`config.mk`:
```
export PLATFORM = sky130hd
export DESIGN_NAME = tse_exc_unit
export DESIGN_NICKNAME = d
export VERILOG_FILES = /design/src/design/tse_pkg.sv /design/src/design/tse_trap_cmp.sv /design/src/design/tse_sync_gate.sv /design/src/design/tse_exc_unit.sv
export SDC_FILE = /design/constraint.sdc
export NUM_CORES = 1
export LEC_CHECK = 0
export ABC_CLOCK_PERIOD_IN_PS = 6600
export BUFFER_PORTS_ARGS = -buffer_cell sky130_fd_sc_hd__clkbuf_2
export CORE_UTILIZATION = 40
export DETAILED_ROUTE_END_ITERATION = 12
export PLACE_DENSITY_LB_ADDON = 0.3
export SLEW_MARGIN = 20
export SYNTH_ARGS = -nofsm -noshare
export SYNTH_HDL_FRONTEND = slang
export SYNTH_SLANG_ARGS = --single-unit
export TNS_END_PERCENT = 30
```
`constraint.sdc`:
```
create_clock -name ref_clk -period 6.6 [get_ports ref_clk]
set_input_delay 0.99 -clock ref_clk [delete_from_list [all_inputs] [get_ports ref_clk]]
set_output_delay 0.99 -clock ref_clk [all_outputs]
set_load 0.02 [all_outputs]
```
`src/design/tse_pkg.sv`:
```
// Shared types and constants for the trap, system-call and breakpoint unit.
package tse_pkg;

    // ************************************************************
    // Widths and reset values
    // ************************************************************
    localparam int XLEN = 64;
    localparam int HALF = 32;
    localparam int IMM_W = 16;
    localparam int INFL_W = 4;
    localparam logic [INFL_W-1:0] INFL_RST = 4'h0;
    localparam logic [INFL_W-1:0] INFL_ONE = 4'h1;
    localparam logic [INFL_W-1:0] INFL_MAX = 4'hf;
    localparam logic [XLEN-1:0] EPC_RST = 64'h0000_0000_0000_0000;

    // ************************************************************
    // Operation classes handed over by the instruction decoder
    // ************************************************************
    typedef enum logic [4:0] {
        OP_NONE = 5'h00,
        OP_LOAD = 5'h01,
        OP_STORE = 5'h02,
        OP_SYNC = 5'h03,
        OP_SYSCALL = 5'h04,
        OP_BREAK = 5'h05,
        OP_TRAP_GE_REG_SIGNED = 5'h06,
        OP_TRAP_GE_REG_UNSIGNED = 5'h07,
        OP_TRAP_LT_REG_SIGNED = 5'h08,
        OP_TRAP_LT_REG_UNSIGNED = 5'h09,
        OP_TRAP_EQ_REG = 5'h0a,
        OP_TRAP_NE_REG = 5'h0b,
        OP_TRAP_GE_IMM_SIGNED = 5'h0c,
        OP_TRAP_GE_IMM_UNSIGNED = 5'h0d,
        OP_TRAP_LT_IMM_SIGNED = 5'h0e,
        OP_TRAP_LT_IMM_UNSIGNED = 5'h0f,
        OP_TRAP_EQ_IMM = 5'h10,
        OP_TRAP_NE_IMM = 5'h11,
        OP_OTHER = 5'h12
    } tse_op_t;

    typedef enum logic [1:0] {
        CMP_GE = 2'h0,
        CMP_LT = 2'h1,
        CMP_EQ = 2'h2,
        CMP_NE = 2'h3
    } tse_cmp_t;

    typedef enum logic [1:0] {
        CAUSE_NONE = 2'h0,
        CAUSE_TRAP = 2'h1,
        CAUSE_SYSCALL = 2'h2,
        CAUSE_BREAK = 2'h3
    } tse_cause_t;

    typedef enum logic [0:0] {
        ST_RUN = 1'h0,
        ST_RAISE = 1'h1
    } tse_state_t;

    // ************************************************************
    // Carriers
    // ************************************************************
    typedef struct packed {
        logic valid;
        logic mode32;
        tse_op_t op;
        logic [XLEN-1:0] pc;
        logic [XLEN-1:0] first_source_register;
        logic [XLEN-1:0] second_source_register;
        logic [IMM_W-1:0] imm;
    } tse_ex_req_t;

    typedef struct packed {
        logic valid;
        tse_cause_t cause;
        logic [XLEN-1:0] epc;
    } tse_exc_t;

    localparam tse_exc_t EXC_RST = '{valid: 1'b0, cause: CAUSE_NONE, epc: EPC_RST};

endpackage

```
`src/design/tse_trap_cmp.sv`:
```
// Operand comparator that evaluates one trap condition.
`timescale 1ns/1ns
module tse_trap_cmp
    import tse_pkg::*;
(
    input wire logic [XLEN-1:0] lhs,
    input wire logic [XLEN-1:0] rhs,
    input wire logic is_signed,
    input wire tse_cmp_t cond,
    output logic hit
);

    logic less;

    always_comb begin
        if (is_signed) begin
            less = $signed(lhs) < $signed(rhs); // RULE4
        end else begin
            less = lhs < rhs; // RULE5
        end
    end

    always_comb begin
        case (cond)
            CMP_GE: hit = !less; // RULE6 RULE12
            CMP_LT: hit = less; // RULE7 RULE13
            CMP_EQ: hit = lhs == rhs; // RULE8 RULE14
            CMP_NE: hit = lhs != rhs; // RULE9 RULE15
            default: hit = 1'b0;
        endcase
    end

endmodule

```
`src/design/tse_sync_gate.sv`:
```
// Tracks loads and stores in flight and holds later ones behind a synchronise.
`timescale 1ns/1ns
module tse_sync_gate
    import tse_pkg::*;
(
    input wire logic ref_clk,
    input wire logic reset_n,
    input wire logic mem_issue,
    input wire logic mem_done,
    input wire logic sync_issue,
    output logic mem_wait,
    output logic [INFL_W-1:0] inflight
);

    logic [INFL_W-1:0] count_ff;
    logic [INFL_W-1:0] nxt_count;
    logic pending_ff;
    logic inc;
    logic dec;

    // A completion with nothing outstanding is ignored so the count cannot wrap.
    assign dec = mem_done && (count_ff != INFL_RST);
    assign inc = mem_issue && (count_ff != INFL_MAX);

    always_comb begin
        nxt_count = count_ff;
        if (inc && !dec) begin
            nxt_count = count_ff + INFL_ONE;
        end else if (dec && !inc) begin
            nxt_count = count_ff - INFL_ONE;
        end
    end

    always_ff @(posedge ref_clk or negedge reset_n) begin
        if (!reset_n) begin
            count_ff <= INFL_RST;
        end else begin
            count_ff <= nxt_count;
        end
    end

    // A new synchronise only sets pending_ff when accesses remain after this cycle's completion.
    always_ff @(posedge ref_clk or negedge reset_n) begin
        if (!reset_n) begin
            pending_ff <= 1'b0;
        end else if (sync_issue) begin
            pending_ff <= nxt_count != INFL_RST; // RULE1
        end else if (nxt_count == INFL_RST) begin
            pending_ff <= 1'b0;
        end
    end

    assign mem_wait = pending_ff; // RULE1
    assign inflight = count_ff;

endmodule

```
`src/design/tse_exc_unit.sv`:
```
// Special-instruction unit: synchronise, system call, breakpoint and traps.
//
// Operation
// (RULE1) Synchronise holds later loads and stores until drained.
// (RULE2) System call always raises its exception.
// (RULE3) Breakpoint always raises its exception.
// (RULE4) Signed traps compare as two's complement.
// (RULE5) Unsigned traps compare as unsigned magnitudes.
// (RULE6) Register greater-or-equal traps when first not below.
// (RULE7) Register less-than traps when first strictly below.
// (RULE8) Register equality traps on identical values.
// (RULE9) Register inequality traps on differing values.
// (RULE10) Signed immediate sign-extended to full width.
// (RULE11) Unsigned immediate extension selectable, zero by default.
// (RULE12) Immediate greater-or-equal traps when not below.
// (RULE13) Immediate less-than traps when strictly below.
// (RULE14) Immediate equality traps on equal values.
// (RULE15) Immediate inequality traps on differing values.
// (RULE16) False trap completes with no side effect.
// (RULE17) Exceptions are precise, cancelling excepting and later.
`timescale 1ns/1ns
module tse_exc_unit
    import tse_pkg::*;
#(
    parameter bit UIMM_SIGN_EXT = 1'b0
) (
    input wire logic ref_clk,
    input wire logic reset_n,
    input wire tse_ex_req_t ex_req,
    input wire logic mem_done,
    input wire logic exc_ack,
    output logic ex_stall,
    output logic ex_done,
    output logic ex_flush,
    output tse_exc_t exc_out,
    output logic [INFL_W-1:0] mem_inflight
);

    // ************************************************************
    // Decode of the operation class
    // ************************************************************
    logic is_mem;
    logic is_sync;
    logic is_syscall;
    logic is_break;
    logic is_trap;
    logic use_imm;
    logic cmp_signed;
    tse_cmp_t cmp_cond;

    always_comb begin
        is_mem = 1'b0;
        is_sync = 1'b0;
        is_syscall = 1'b0;
        is_break = 1'b0;
        is_trap = 1'b0;
        use_imm = 1'b0;
        cmp_signed = 1'b0;
        cmp_cond = CMP_EQ;
        case (ex_req.op)
            OP_LOAD, OP_STORE: begin
                is_mem = 1'b1;
            end
            OP_SYNC: begin
                is_sync = 1'b1;
            end
            OP_SYSCALL: begin
                is_syscall = 1'b1;
            end
            OP_BREAK: begin
                is_break = 1'b1;
            end
            OP_TRAP_GE_REG_SIGNED: begin
                is_trap = 1'b1;
                cmp_signed = 1'b1;
                cmp_cond = CMP_GE;
            end
            OP_TRAP_GE_REG_UNSIGNED: begin
                is_trap = 1'b1;
                cmp_cond = CMP_GE;
            end
            OP_TRAP_LT_REG_SIGNED: begin
                is_trap = 1'b1;
                cmp_signed = 1'b1;
                cmp_cond = CMP_LT;
            end
            OP_TRAP_LT_REG_UNSIGNED: begin
                is_trap = 1'b1;
                cmp_cond = CMP_LT;
            end
            OP_TRAP_EQ_REG: begin
                is_trap = 1'b1;
                cmp_cond = CMP_EQ;
            end
            OP_TRAP_NE_REG: begin
                is_trap = 1'b1;
                cmp_cond = CMP_NE;
            end
            OP_TRAP_GE_IMM_SIGNED: begin
                is_trap = 1'b1;
                use_imm = 1'b1;
                cmp_signed = 1'b1;
                cmp_cond = CMP_GE;
            end
            OP_TRAP_GE_IMM_UNSIGNED: begin
                is_trap = 1'b1;
                use_imm = 1'b1;
                cmp_cond = CMP_GE;
            end
            OP_TRAP_LT_IMM_SIGNED: begin
                is_trap = 1'b1;
                use_imm = 1'b1;
                cmp_signed = 1'b1;
                cmp_cond = CMP_LT;
            end
            OP_TRAP_LT_IMM_UNSIGNED: begin
                is_trap = 1'b1;
                use_imm = 1'b1;
                cmp_cond = CMP_LT;
            end
            OP_TRAP_EQ_IMM: begin
                is_trap = 1'b1;
                use_imm = 1'b1;
                cmp_signed = 1'b1;
                cmp_cond = CMP_EQ;
            end
            OP_TRAP_NE_IMM: begin
                is_trap = 1'b1;
                use_imm = 1'b1;
                cmp_signed = 1'b1;
                cmp_cond = CMP_NE;
            end
            default: begin
                is_mem = 1'b0;
            end
        endcase
    end

    // ************************************************************
    // Operand preparation
    // ************************************************************
    // In 32-bit mode only the low word is architectural, so both operands are
    // widened from bit 31 and the comparison width stays fixed.
    logic [XLEN-1:0] lhs;
    logic [XLEN-1:0] rhs_reg;
    logic [XLEN-1:0] imm_ext;
    logic [XLEN-1:0] rhs;
    logic imm_sext;

    always_comb begin
        if (ex_req.mode32) begin
            lhs = {{HALF{ex_req.first_source_register[HALF-1]}}, ex_req.first_source_register[HALF-1:0]};
            rhs_reg = {{HALF{ex_req.second_source_register[HALF-1]}}, ex_req.second_source_register[HALF-1:0]};
        end else begin
            lhs = ex_req.first_source_register;
            rhs_reg = ex_req.second_source_register;
        end
    end

    // Unsigned immediates extend by the parameter; signed ones always by sign.
    assign imm_sext = cmp_signed || UIMM_SIGN_EXT; // RULE10 RULE11

    always_comb begin
        if (imm_sext) begin
            imm_ext = {{(XLEN-IMM_W){ex_req.imm[IMM_W-1]}}, ex_req.imm}; // RULE10
        end else begin
            imm_ext = {{(XLEN-IMM_W){1'b0}}, ex_req.imm}; // RULE11
        end
    end

    assign rhs = use_imm ? imm_ext : rhs_reg;

    // ************************************************************
    // Condition evaluation
    // ************************************************************
    logic cmp_hit;
    logic mem_wait;

    tse_trap_cmp u_cmp (
        .lhs(lhs),
        .rhs(rhs),
        .is_signed(cmp_signed),
        .cond(cmp_cond),
        .hit(cmp_hit)
    );

    // ************************************************************
    // Memory ordering
    // ************************************************************
    tse_state_t state_ff;
    logic mem_hold;
    logic mem_full;
    logic accept;
    logic exc_hit;
    tse_cause_t hit_cause;

    // A full in-flight count also holds loads and stores. The counter saturates,
    // so one more would go uncounted and a later synchronise could release
    // before that access has finished.
    assign mem_full = mem_inflight == INFL_MAX; // RULE1
    assign mem_hold = is_mem && (mem_wait || mem_full); // RULE1
    assign accept = ex_req.valid && (state_ff == ST_RUN) && !mem_hold;

    tse_sync_gate u_sync (
        .ref_clk(ref_clk),
        .reset_n(reset_n),
        .mem_issue(accept && is_mem),
        .mem_done(mem_done),
        .sync_issue(accept && is_sync),
        .mem_wait(mem_wait),
        .inflight(mem_inflight)
    );

    logic trap_hit;

    assign trap_hit = is_trap && cmp_hit; // RULE6 RULE7 RULE8 RULE9 RULE12 RULE13 RULE14 RULE15

    always_comb begin
        if (is_syscall) begin
            hit_cause = CAUSE_SYSCALL; // RULE2
        end else if (is_break) begin
            hit_cause = CAUSE_BREAK; // RULE3
        end else if (trap_hit) begin
            hit_cause = CAUSE_TRAP;
        end else begin
            hit_cause = CAUSE_NONE;
        end
    end

    assign exc_hit = accept && (hit_cause != CAUSE_NONE); // RULE2 RULE3

    // ************************************************************
    // Pipeline handshake
    // ************************************************************
    // The flush kills the instruction in execute and everything younger in the
    // same cycle, so nothing after the excepting one reaches write-back.
    assign ex_flush = exc_hit; // RULE17
    assign ex_done = accept && !exc_hit; // RULE16
    // While an exception waits for entry the slot is held; the pipeline has
    // already been flushed, so anything presented here is wrong-path.
    assign ex_stall = ex_req.valid && (mem_hold || (state_ff == ST_RAISE)); // RULE17

    // ************************************************************
    // Exception hand-off to the entry logic
    // ************************************************************
    always_ff @(posedge ref_clk or negedge reset_n) begin
        if (!reset_n) begin
            state_ff <= ST_RUN;
        end else begin
            case (state_ff)
                ST_RUN: begin
                    if (exc_hit) begin
                        state_ff <= ST_RAISE;
                    end
                end
                ST_RAISE: begin
                    if (exc_ack) begin
                        state_ff <= ST_RUN;
                    end
                end
                default: begin
                    state_ff <= ST_RUN;
                end
            endcase
        end
    end

    // Each field of the hand-off is its own register, read out as one word.
    // A new exception wins over a stray acknowledge seen in the same cycle.
    logic exc_valid_ff;
    tse_cause_t exc_cause_ff;
    logic [XLEN-1:0] exc_epc_ff;

    always_ff @(posedge ref_clk or negedge reset_n) begin
        if (!reset_n) begin
            exc_valid_ff <= EXC_RST.valid;
        end else if (exc_hit) begin
            exc_valid_ff <= 1'b1; // RULE17
        end else if (exc_ack) begin
            exc_valid_ff <= EXC_RST.valid;
        end
    end

    always_ff @(posedge ref_clk or negedge reset_n) begin
        if (!reset_n) begin
            exc_cause_ff <= EXC_RST.cause;
        end else if (exc_hit) begin
            exc_cause_ff <= hit_cause;
        end else if (exc_ack) begin
            exc_cause_ff <= EXC_RST.cause;
        end
    end

    always_ff @(posedge ref_clk or negedge reset_n) begin
        if (!reset_n) begin
            exc_epc_ff <= EXC_RST.epc;
        end else if (exc_hit) begin
            exc_epc_ff <= ex_req.pc;
        end else if (exc_ack) begin
            exc_epc_ff <= EXC_RST.epc;
        end
    end

    assign exc_out = '{valid: exc_valid_ff, cause: exc_cause_ff, epc: exc_epc_ff};

endmodule

```
**Yosys cells after proc, flatten, opt, wreduce, memory -nomap -nowiden**

Index checks and enable logic that the tools add are counted.

- Bits in registers: 73
- Output and inout port bits: 74
- Word-level logic and storage cells: 99

- Add/subtract/negate cells: 2
- Magnitude comparators: 2
- Eq/ne operators: 24
- Mux-type cells: 30
- Bitwise logic cells: 1
- Reduce and logical (&&, ||, !) cells: 34

Operators with widths:

| operator | number |
|---|---|
| $mux W64 | 6 |
| $lt A64 B64 Y1 | 2 |
| $eq A64 B64 Y1 | 1 |
| $ne A64 B64 Y1 | 1 |
| $eq A5 B4 Y1 const B | 8 |
| $eq A5 B3 Y1 const B | 4 |
| $mux W1 | 15 |
| $logic_and A1 B1 Y1 | 13 |
| $reduce_or A12 Y1 | 1 |
| $reduce_or A6 Y1 | 2 |
| $eq A5 B2 Y1 const B | 2 |
| $eq A5 B5 Y1 const B | 2 |
| $mux W2 | 4 |
| $mux W4 | 2 |
| $reduce_bool A4 Y1 | 2 |
| $reduce_or A4 Y1 | 2 |
| $pmux W2 S3 | 1 |
| $reduce_bool A2 Y1 | 3 |
| $eq A5 B1 Y1 const B | 1 |
| $logic_not A1 Y1 | 5 |
| $add A4 B1 Y4 const B | 1 |
| $eq A2 B2 Y1 const B | 2 |
| $eq A4 B4 Y1 const B | 1 |
| $logic_not A4 Y1 | 1 |
| 9 further kinds | 11 |

**Longest topological paths before layout**

- Depth in word-level cells: 17
- Mapped depth: 19

**Cells and area by module**

A second synthesis with hierarchy kept.

- Cells, all modules: 791
- Area total of the unflattened synthesis: 6429.9 µm²

Modules (own cells, without submodules):

| module | instances | cells an instance | area an instance (µm²) | seq. area each (µm²) |
|---|---|---|---|---|
| tse_exc_unit | 1 | 491 | 4234.1 | 1701.6 |
| tse_trap_cmp | 1 | 247 | 1757.9 | 0.0 |
| tse_sync_gate | 1 | 53 | 437.9 | 125.1 |

**Worst setup path before layout**

Ideal clock, no wire load.

- Path kind: input to output
- Start point: input ex_req[209] (netlist name)
- End point: output ex_flush
- Arrival: 4.871 ns
- Required time: 5.610 ns
- Setup slack: 0.739 ns
- Stages: 17
- Path buffers: 4
- Cells stage by stage: clkbuf_1 > nor2_1 > nand3b_1 > nand2_1 > buf_1 > mux2i_1 > ha_1 > a21oi_1 > o21ai_1 > a221o_1 > o31a_1 > or3_1 > nor2_2 > mux2_2 > a31oi_2 > buf_6 > buf_6

- Cells in the longest elaborated chain, start to end: 15

RTL lines:

| what | RTL line | RTL |
|---|---|---|
| from (decl) | tse_exc_unit.sv:29 | `input wire tse_ex_req_t ex_req,` |
| $eq A5 B5 Y1 (tied with other cells) | tse_exc_unit.sv:60 | `case (ex_req.op)` |
| $reduce_or A6 Y1 (no source line) | - |  |
| $mux W1 | tse_exc_unit.sv:60 |  |
| $mux W64 | tse_exc_unit.sv:164 | `if (imm_sext) begin` |
| $mux W64 | tse_exc_unit.sv:171 | `assign rhs = use_imm ? imm_ext : rhs_reg;` |
| $lt A64 B64 Y1, on equally long branches | tse_trap_cmp.sv:19, tse_trap_cmp.sv:17 |  |
| $mux W1 | tse_trap_cmp.sv:16 | `if (is_signed) begin` |
| $logic_not A1 Y1 | tse_trap_cmp.sv:25 | `CMP_GE: hit = !less;` |
| $pmux W1 S4 | tse_trap_cmp.sv:24 | `case (cond)` |
| $logic_and A1 B1 Y1 | tse_exc_unit.sv:216 | `assign trap_hit = is_trap && cmp_hit;` |
| $mux W1 | tse_exc_unit.sv:223 | `end else if (trap_hit) begin` |
| $mux W2 | tse_exc_unit.sv:221 | `end else if (is_break) begin` |
| $mux W2 | tse_exc_unit.sv:219 | `if (is_syscall) begin` |
| $reduce_bool A2 Y1 | tse_exc_unit.sv:230 | `assign exc_hit = accept && (hit_cause != CAUSE_NONE);` |
| $logic_and A1 B1 Y1 (*) | tse_exc_unit.sv:230 |  |
| to (decl) | tse_exc_unit.sv:34 | `output logic ex_flush,` |

Every way passes the cells marked *; elsewhere a longest branch is shown, timed or not.

**Worst setup path after layout**

- Start point: input ex_req[209] (netlist name)
- End point: output ex_done

- Cells in the longest elaborated chain, start to end: 17

RTL lines:

| what | RTL line | RTL |
|---|---|---|
| $eq A5 B5 Y1 (tied with other cells) | tse_exc_unit.sv:60 |  |
| $reduce_or A6 Y1 (no source line) | - |  |
| $mux W1 | tse_exc_unit.sv:60 |  |
| $mux W64 | tse_exc_unit.sv:164 |  |
| $mux W64 | tse_exc_unit.sv:171 |  |
| $lt A64 B64 Y1, on equally long branches | tse_trap_cmp.sv:19, tse_trap_cmp.sv:17 |  |
| $mux W1 | tse_trap_cmp.sv:16 |  |
| $logic_not A1 Y1 | tse_trap_cmp.sv:25 |  |
| $pmux W1 S4 | tse_trap_cmp.sv:24 |  |
| $logic_and A1 B1 Y1 | tse_exc_unit.sv:216 |  |
| $mux W1 | tse_exc_unit.sv:223 |  |
| $mux W2 | tse_exc_unit.sv:221 |  |
| $mux W2 | tse_exc_unit.sv:219 |  |
| $reduce_bool A2 Y1 | tse_exc_unit.sv:230 |  |
| $logic_and A1 B1 Y1 | tse_exc_unit.sv:230 |  |
| $logic_not A1 Y1 | tse_exc_unit.sv:238 | `assign ex_done = accept && !exc_hit;` |
| $logic_and A1 B1 Y1 (*) | tse_exc_unit.sv:238 |  |
| to (decl) | tse_exc_unit.sv:33 | `output logic ex_done,` |

Marked as above.

==> results.toml <==
[clock_tree]
cts_sinks = 73
cts_root_buf = "clkbuf_16"
cts_setup_buffers = 0
ctsResizeCount = 0
ctsHtreeMaxLevel = 3
clk_path_buf_depth = 2
cts_tree = "built"
cts_buffers = 9
cts-hold-fix-buffers = 0
path_clk_slew_ns = 0.06
clkLatencyLatePin_ns = 0.33

[pwr]
p_per_area_nw_per_um2 = 206
power_frac_seq_pct = 33.5
vdd_drop_max_uv = 107
comb_power_share_pct = 36.0
pwr-share-clk_pct = 30.5
internal_power_mw = 1.07
power_mw = 1.62
power.net_switching_uw = 555
p_leak_nw = 4.26
swShare_pct = 34.1

[synthesis]
synth_area_per_cell_um2 = 9.29
synth.net_count = 926
ys_types = 51
yosys_warnings = 0
synthTopCellsByArea = "dfrtp_1 31%, ha_1 14%, nor2b_1 11%"
ys_seq_area_share_pct = 30.7
ys_ff_latch = 73
async_flop_share_pct = 100
synth.top_cell.area_share_pct = 30.7
netlist_instances = 641
ys.flop_type = "dfrtp_1"
synth_edf_count = 0
synth_area_um2 = 5960
yosysTopAreaCell = "dfrtp_1"

[cells_and_area]
layout_commonest_cell = "clkbuf_2"
layout-drive-gt1-share_pct = 42.4
fin_util_pct = 54.1
syn_to_final_growth_pct = 32.1
fin_nets = 1202
diodes = 0
fillers = 1391
fin_cells = 1106
layout_common_cells = "291 x clkbuf_2, 101 x nor2b_1, 86 x o21ai_0"

[timing]
maxSlewViolCount = 0
finalSetupTns_ns = 0
hold_ws_ns = 0.481
worstMarginPinSlew_ns = 0.969
fin_crit_sh_pct = 91.2
setup_viol = 0
period_needed_ns = 6.02
fin_skew_ns = 0.00653
final_hold_viol_count = 0
slew_headroom_pct = 35.4
rsz0062_at_grt = "false"
fmax_mhz = 166

[run_status]
status = "complete, no violations"

[critical_path]
r2r_cells = 9
crit_chain = "clkbuf_2, nor2_1, nand3b_1, nand2_1, a21o_1, buf_4, o21ai_0, ha_1, nand4_1, nor4_1, and3_1, o31a_1, or3_1, nor2_2, o31ai_2, nand2_1, nor2_1, clkbuf_2"
cpMaxStageDelayCell = "nor4_1"
slowest_delay_ns = 0.57
crit_fanout = 19
timing.rr.end = "exc_epc_ff[51]"
arrival_ns = 5.03
endpoint_kind = "output port"
ff2ff_setup_slack_ns = 3.67
crit_required_ns = 5.61
r2r-start = "u_sync.inflight[0]"
start_kind = "primary input"
crit_type = "in2out"

[placement]
numPortBuffers = 292
dp_hpwl_um = 12600
gp_congestion = 0.807
dp.cells = 1090

[global_route]
grt_first_pass_wirelength_um = 24600
grt_pass1_vias = 5415
grt_max_degree = 74
antenna_found_initial = 0
grt_remaining_overflow = 0
grt_usage_pct = 20.5

[job]
drv_cap = 0

[drt]
drc = 0
vias = 5597
wl_per_cell_um = 14.5
via_per_inst = 5.06
drtAntennaViolNets = 0
first_pass_iters = 4
routed_wl_um = 16000
initialDrtViolationCount = 194

[die]
die_area_um2 = 15400
fp.dieW_um = 124
num_rows = 44
core_area_um2 = 14500
start_util_pct = 41.0
pin_count = 293
dieHeight_um = 124

[min_path]
timing.hold.worst.start = "exc_valid_ff"
min_to = "exc_valid_ff"
hold_depth = 1
min_path_type = "reg2reg"
## worst max-delay path, delay by kind of cell
family                     cells  cell delay (ns)
AOI/OAI and AO/OA              4             1.08
adders and majority gates      1             0.32
buffers and inverters          3             0.63
and+or+nand+nor               10             2.02
## logic make-up after synthesis
logic type      share of synthesized area [%]
flops                                    30.7
buf+inv                                  5.44
compound gates                           14.6
mux                                      16.4
fa+ha+maj                                13.9
xor+xnor                                 1.18
simple gates                             17.9
## synthesized netlist by cell type (all sizes together) (5+ instances only)
master	instances
mux2	67
nand3	14
a21oi	26
dfrtp	73
ha	66
nor2	6
a21o	7
clkbuf	29
buf	9
nand2	25
mux2i	16
inv	40
o21ai	87
nor2b	101
nor3	5
nand4	17
## power groups by stage
stage | clock [mW] | sequential (mW) | combinational, mW
6_report | 0.495 | 0.545 | 0.584
5_1_grt | 0.530 | 0.555 | 0.654
4_1_cts | 0.512 | 0.545 | 0.593
3_5_place_dp | 0 | 0.552 | 0.589
3_3_place_gp | 0 | 0.551 | 0.584
2_1_floorplan | 0 | 0.615 | 0.320
## layer usage
layer	global-route usage, %	vias to the layer above	routed length (um)
li1	-	2819	-
met4	6.70	0	301
met1	22.6	2556	6470
met5	0	-	0
met3	3.94	20	1110
met2	39.0	202	8160
## worst max-delay path by stage
stage / from / to / slack (ns) / depth (start not counted)
floorplan: ex_req[209] / ex_flush / 0.74 / 17
global placement: ex_req[209] / ex_done / 0.58 / 18
detailed placement: ex_req[209] / ex_done / 0.47 / 18
CTS: ex_req[209] / ex_done / 0.46 / 18
global route: ex_req[209] / ex_done / 0.09 / 18
finish: ex_req[209] / ex_done / 0.58 / 18
## flip-flops by register name (all words and copies together), names as in the netlist
| register | flops |
|---|---|
| u_sync.inflight | 4 |
| exc_cause_ff | 2 |
| state_ff | 1 |
| exc_epc_ff | 64 |
| exc_valid_ff | 1 |
| u_sync.mem_wait | 1 |
## area by class of cell
type / count / area [um2] / share of cell area (%)
inverter: 40 / 150 / 1.91
sequential: 73 / 1830 / 23.2
clock buffer: 9 / 225 / 2.86
multi-input combinational: 490 / 3810 / 48.5
timing repair buffer: 303 / 1540 / 19.6
clock inverter: 7 / 77.6 / 0.986
tap: 184 / 230 / 2.93
## per-stage QoR
stage	setup WS [ns]	instance area (um2)
after CTS	0.456	7870
after floorplan	0.739	5960
final	0.579	7870
after global routing	0.0943	7870
after detailed placement	0.468	7570
after global placement	0.582	7570
(Power assumes the default switching activity.)
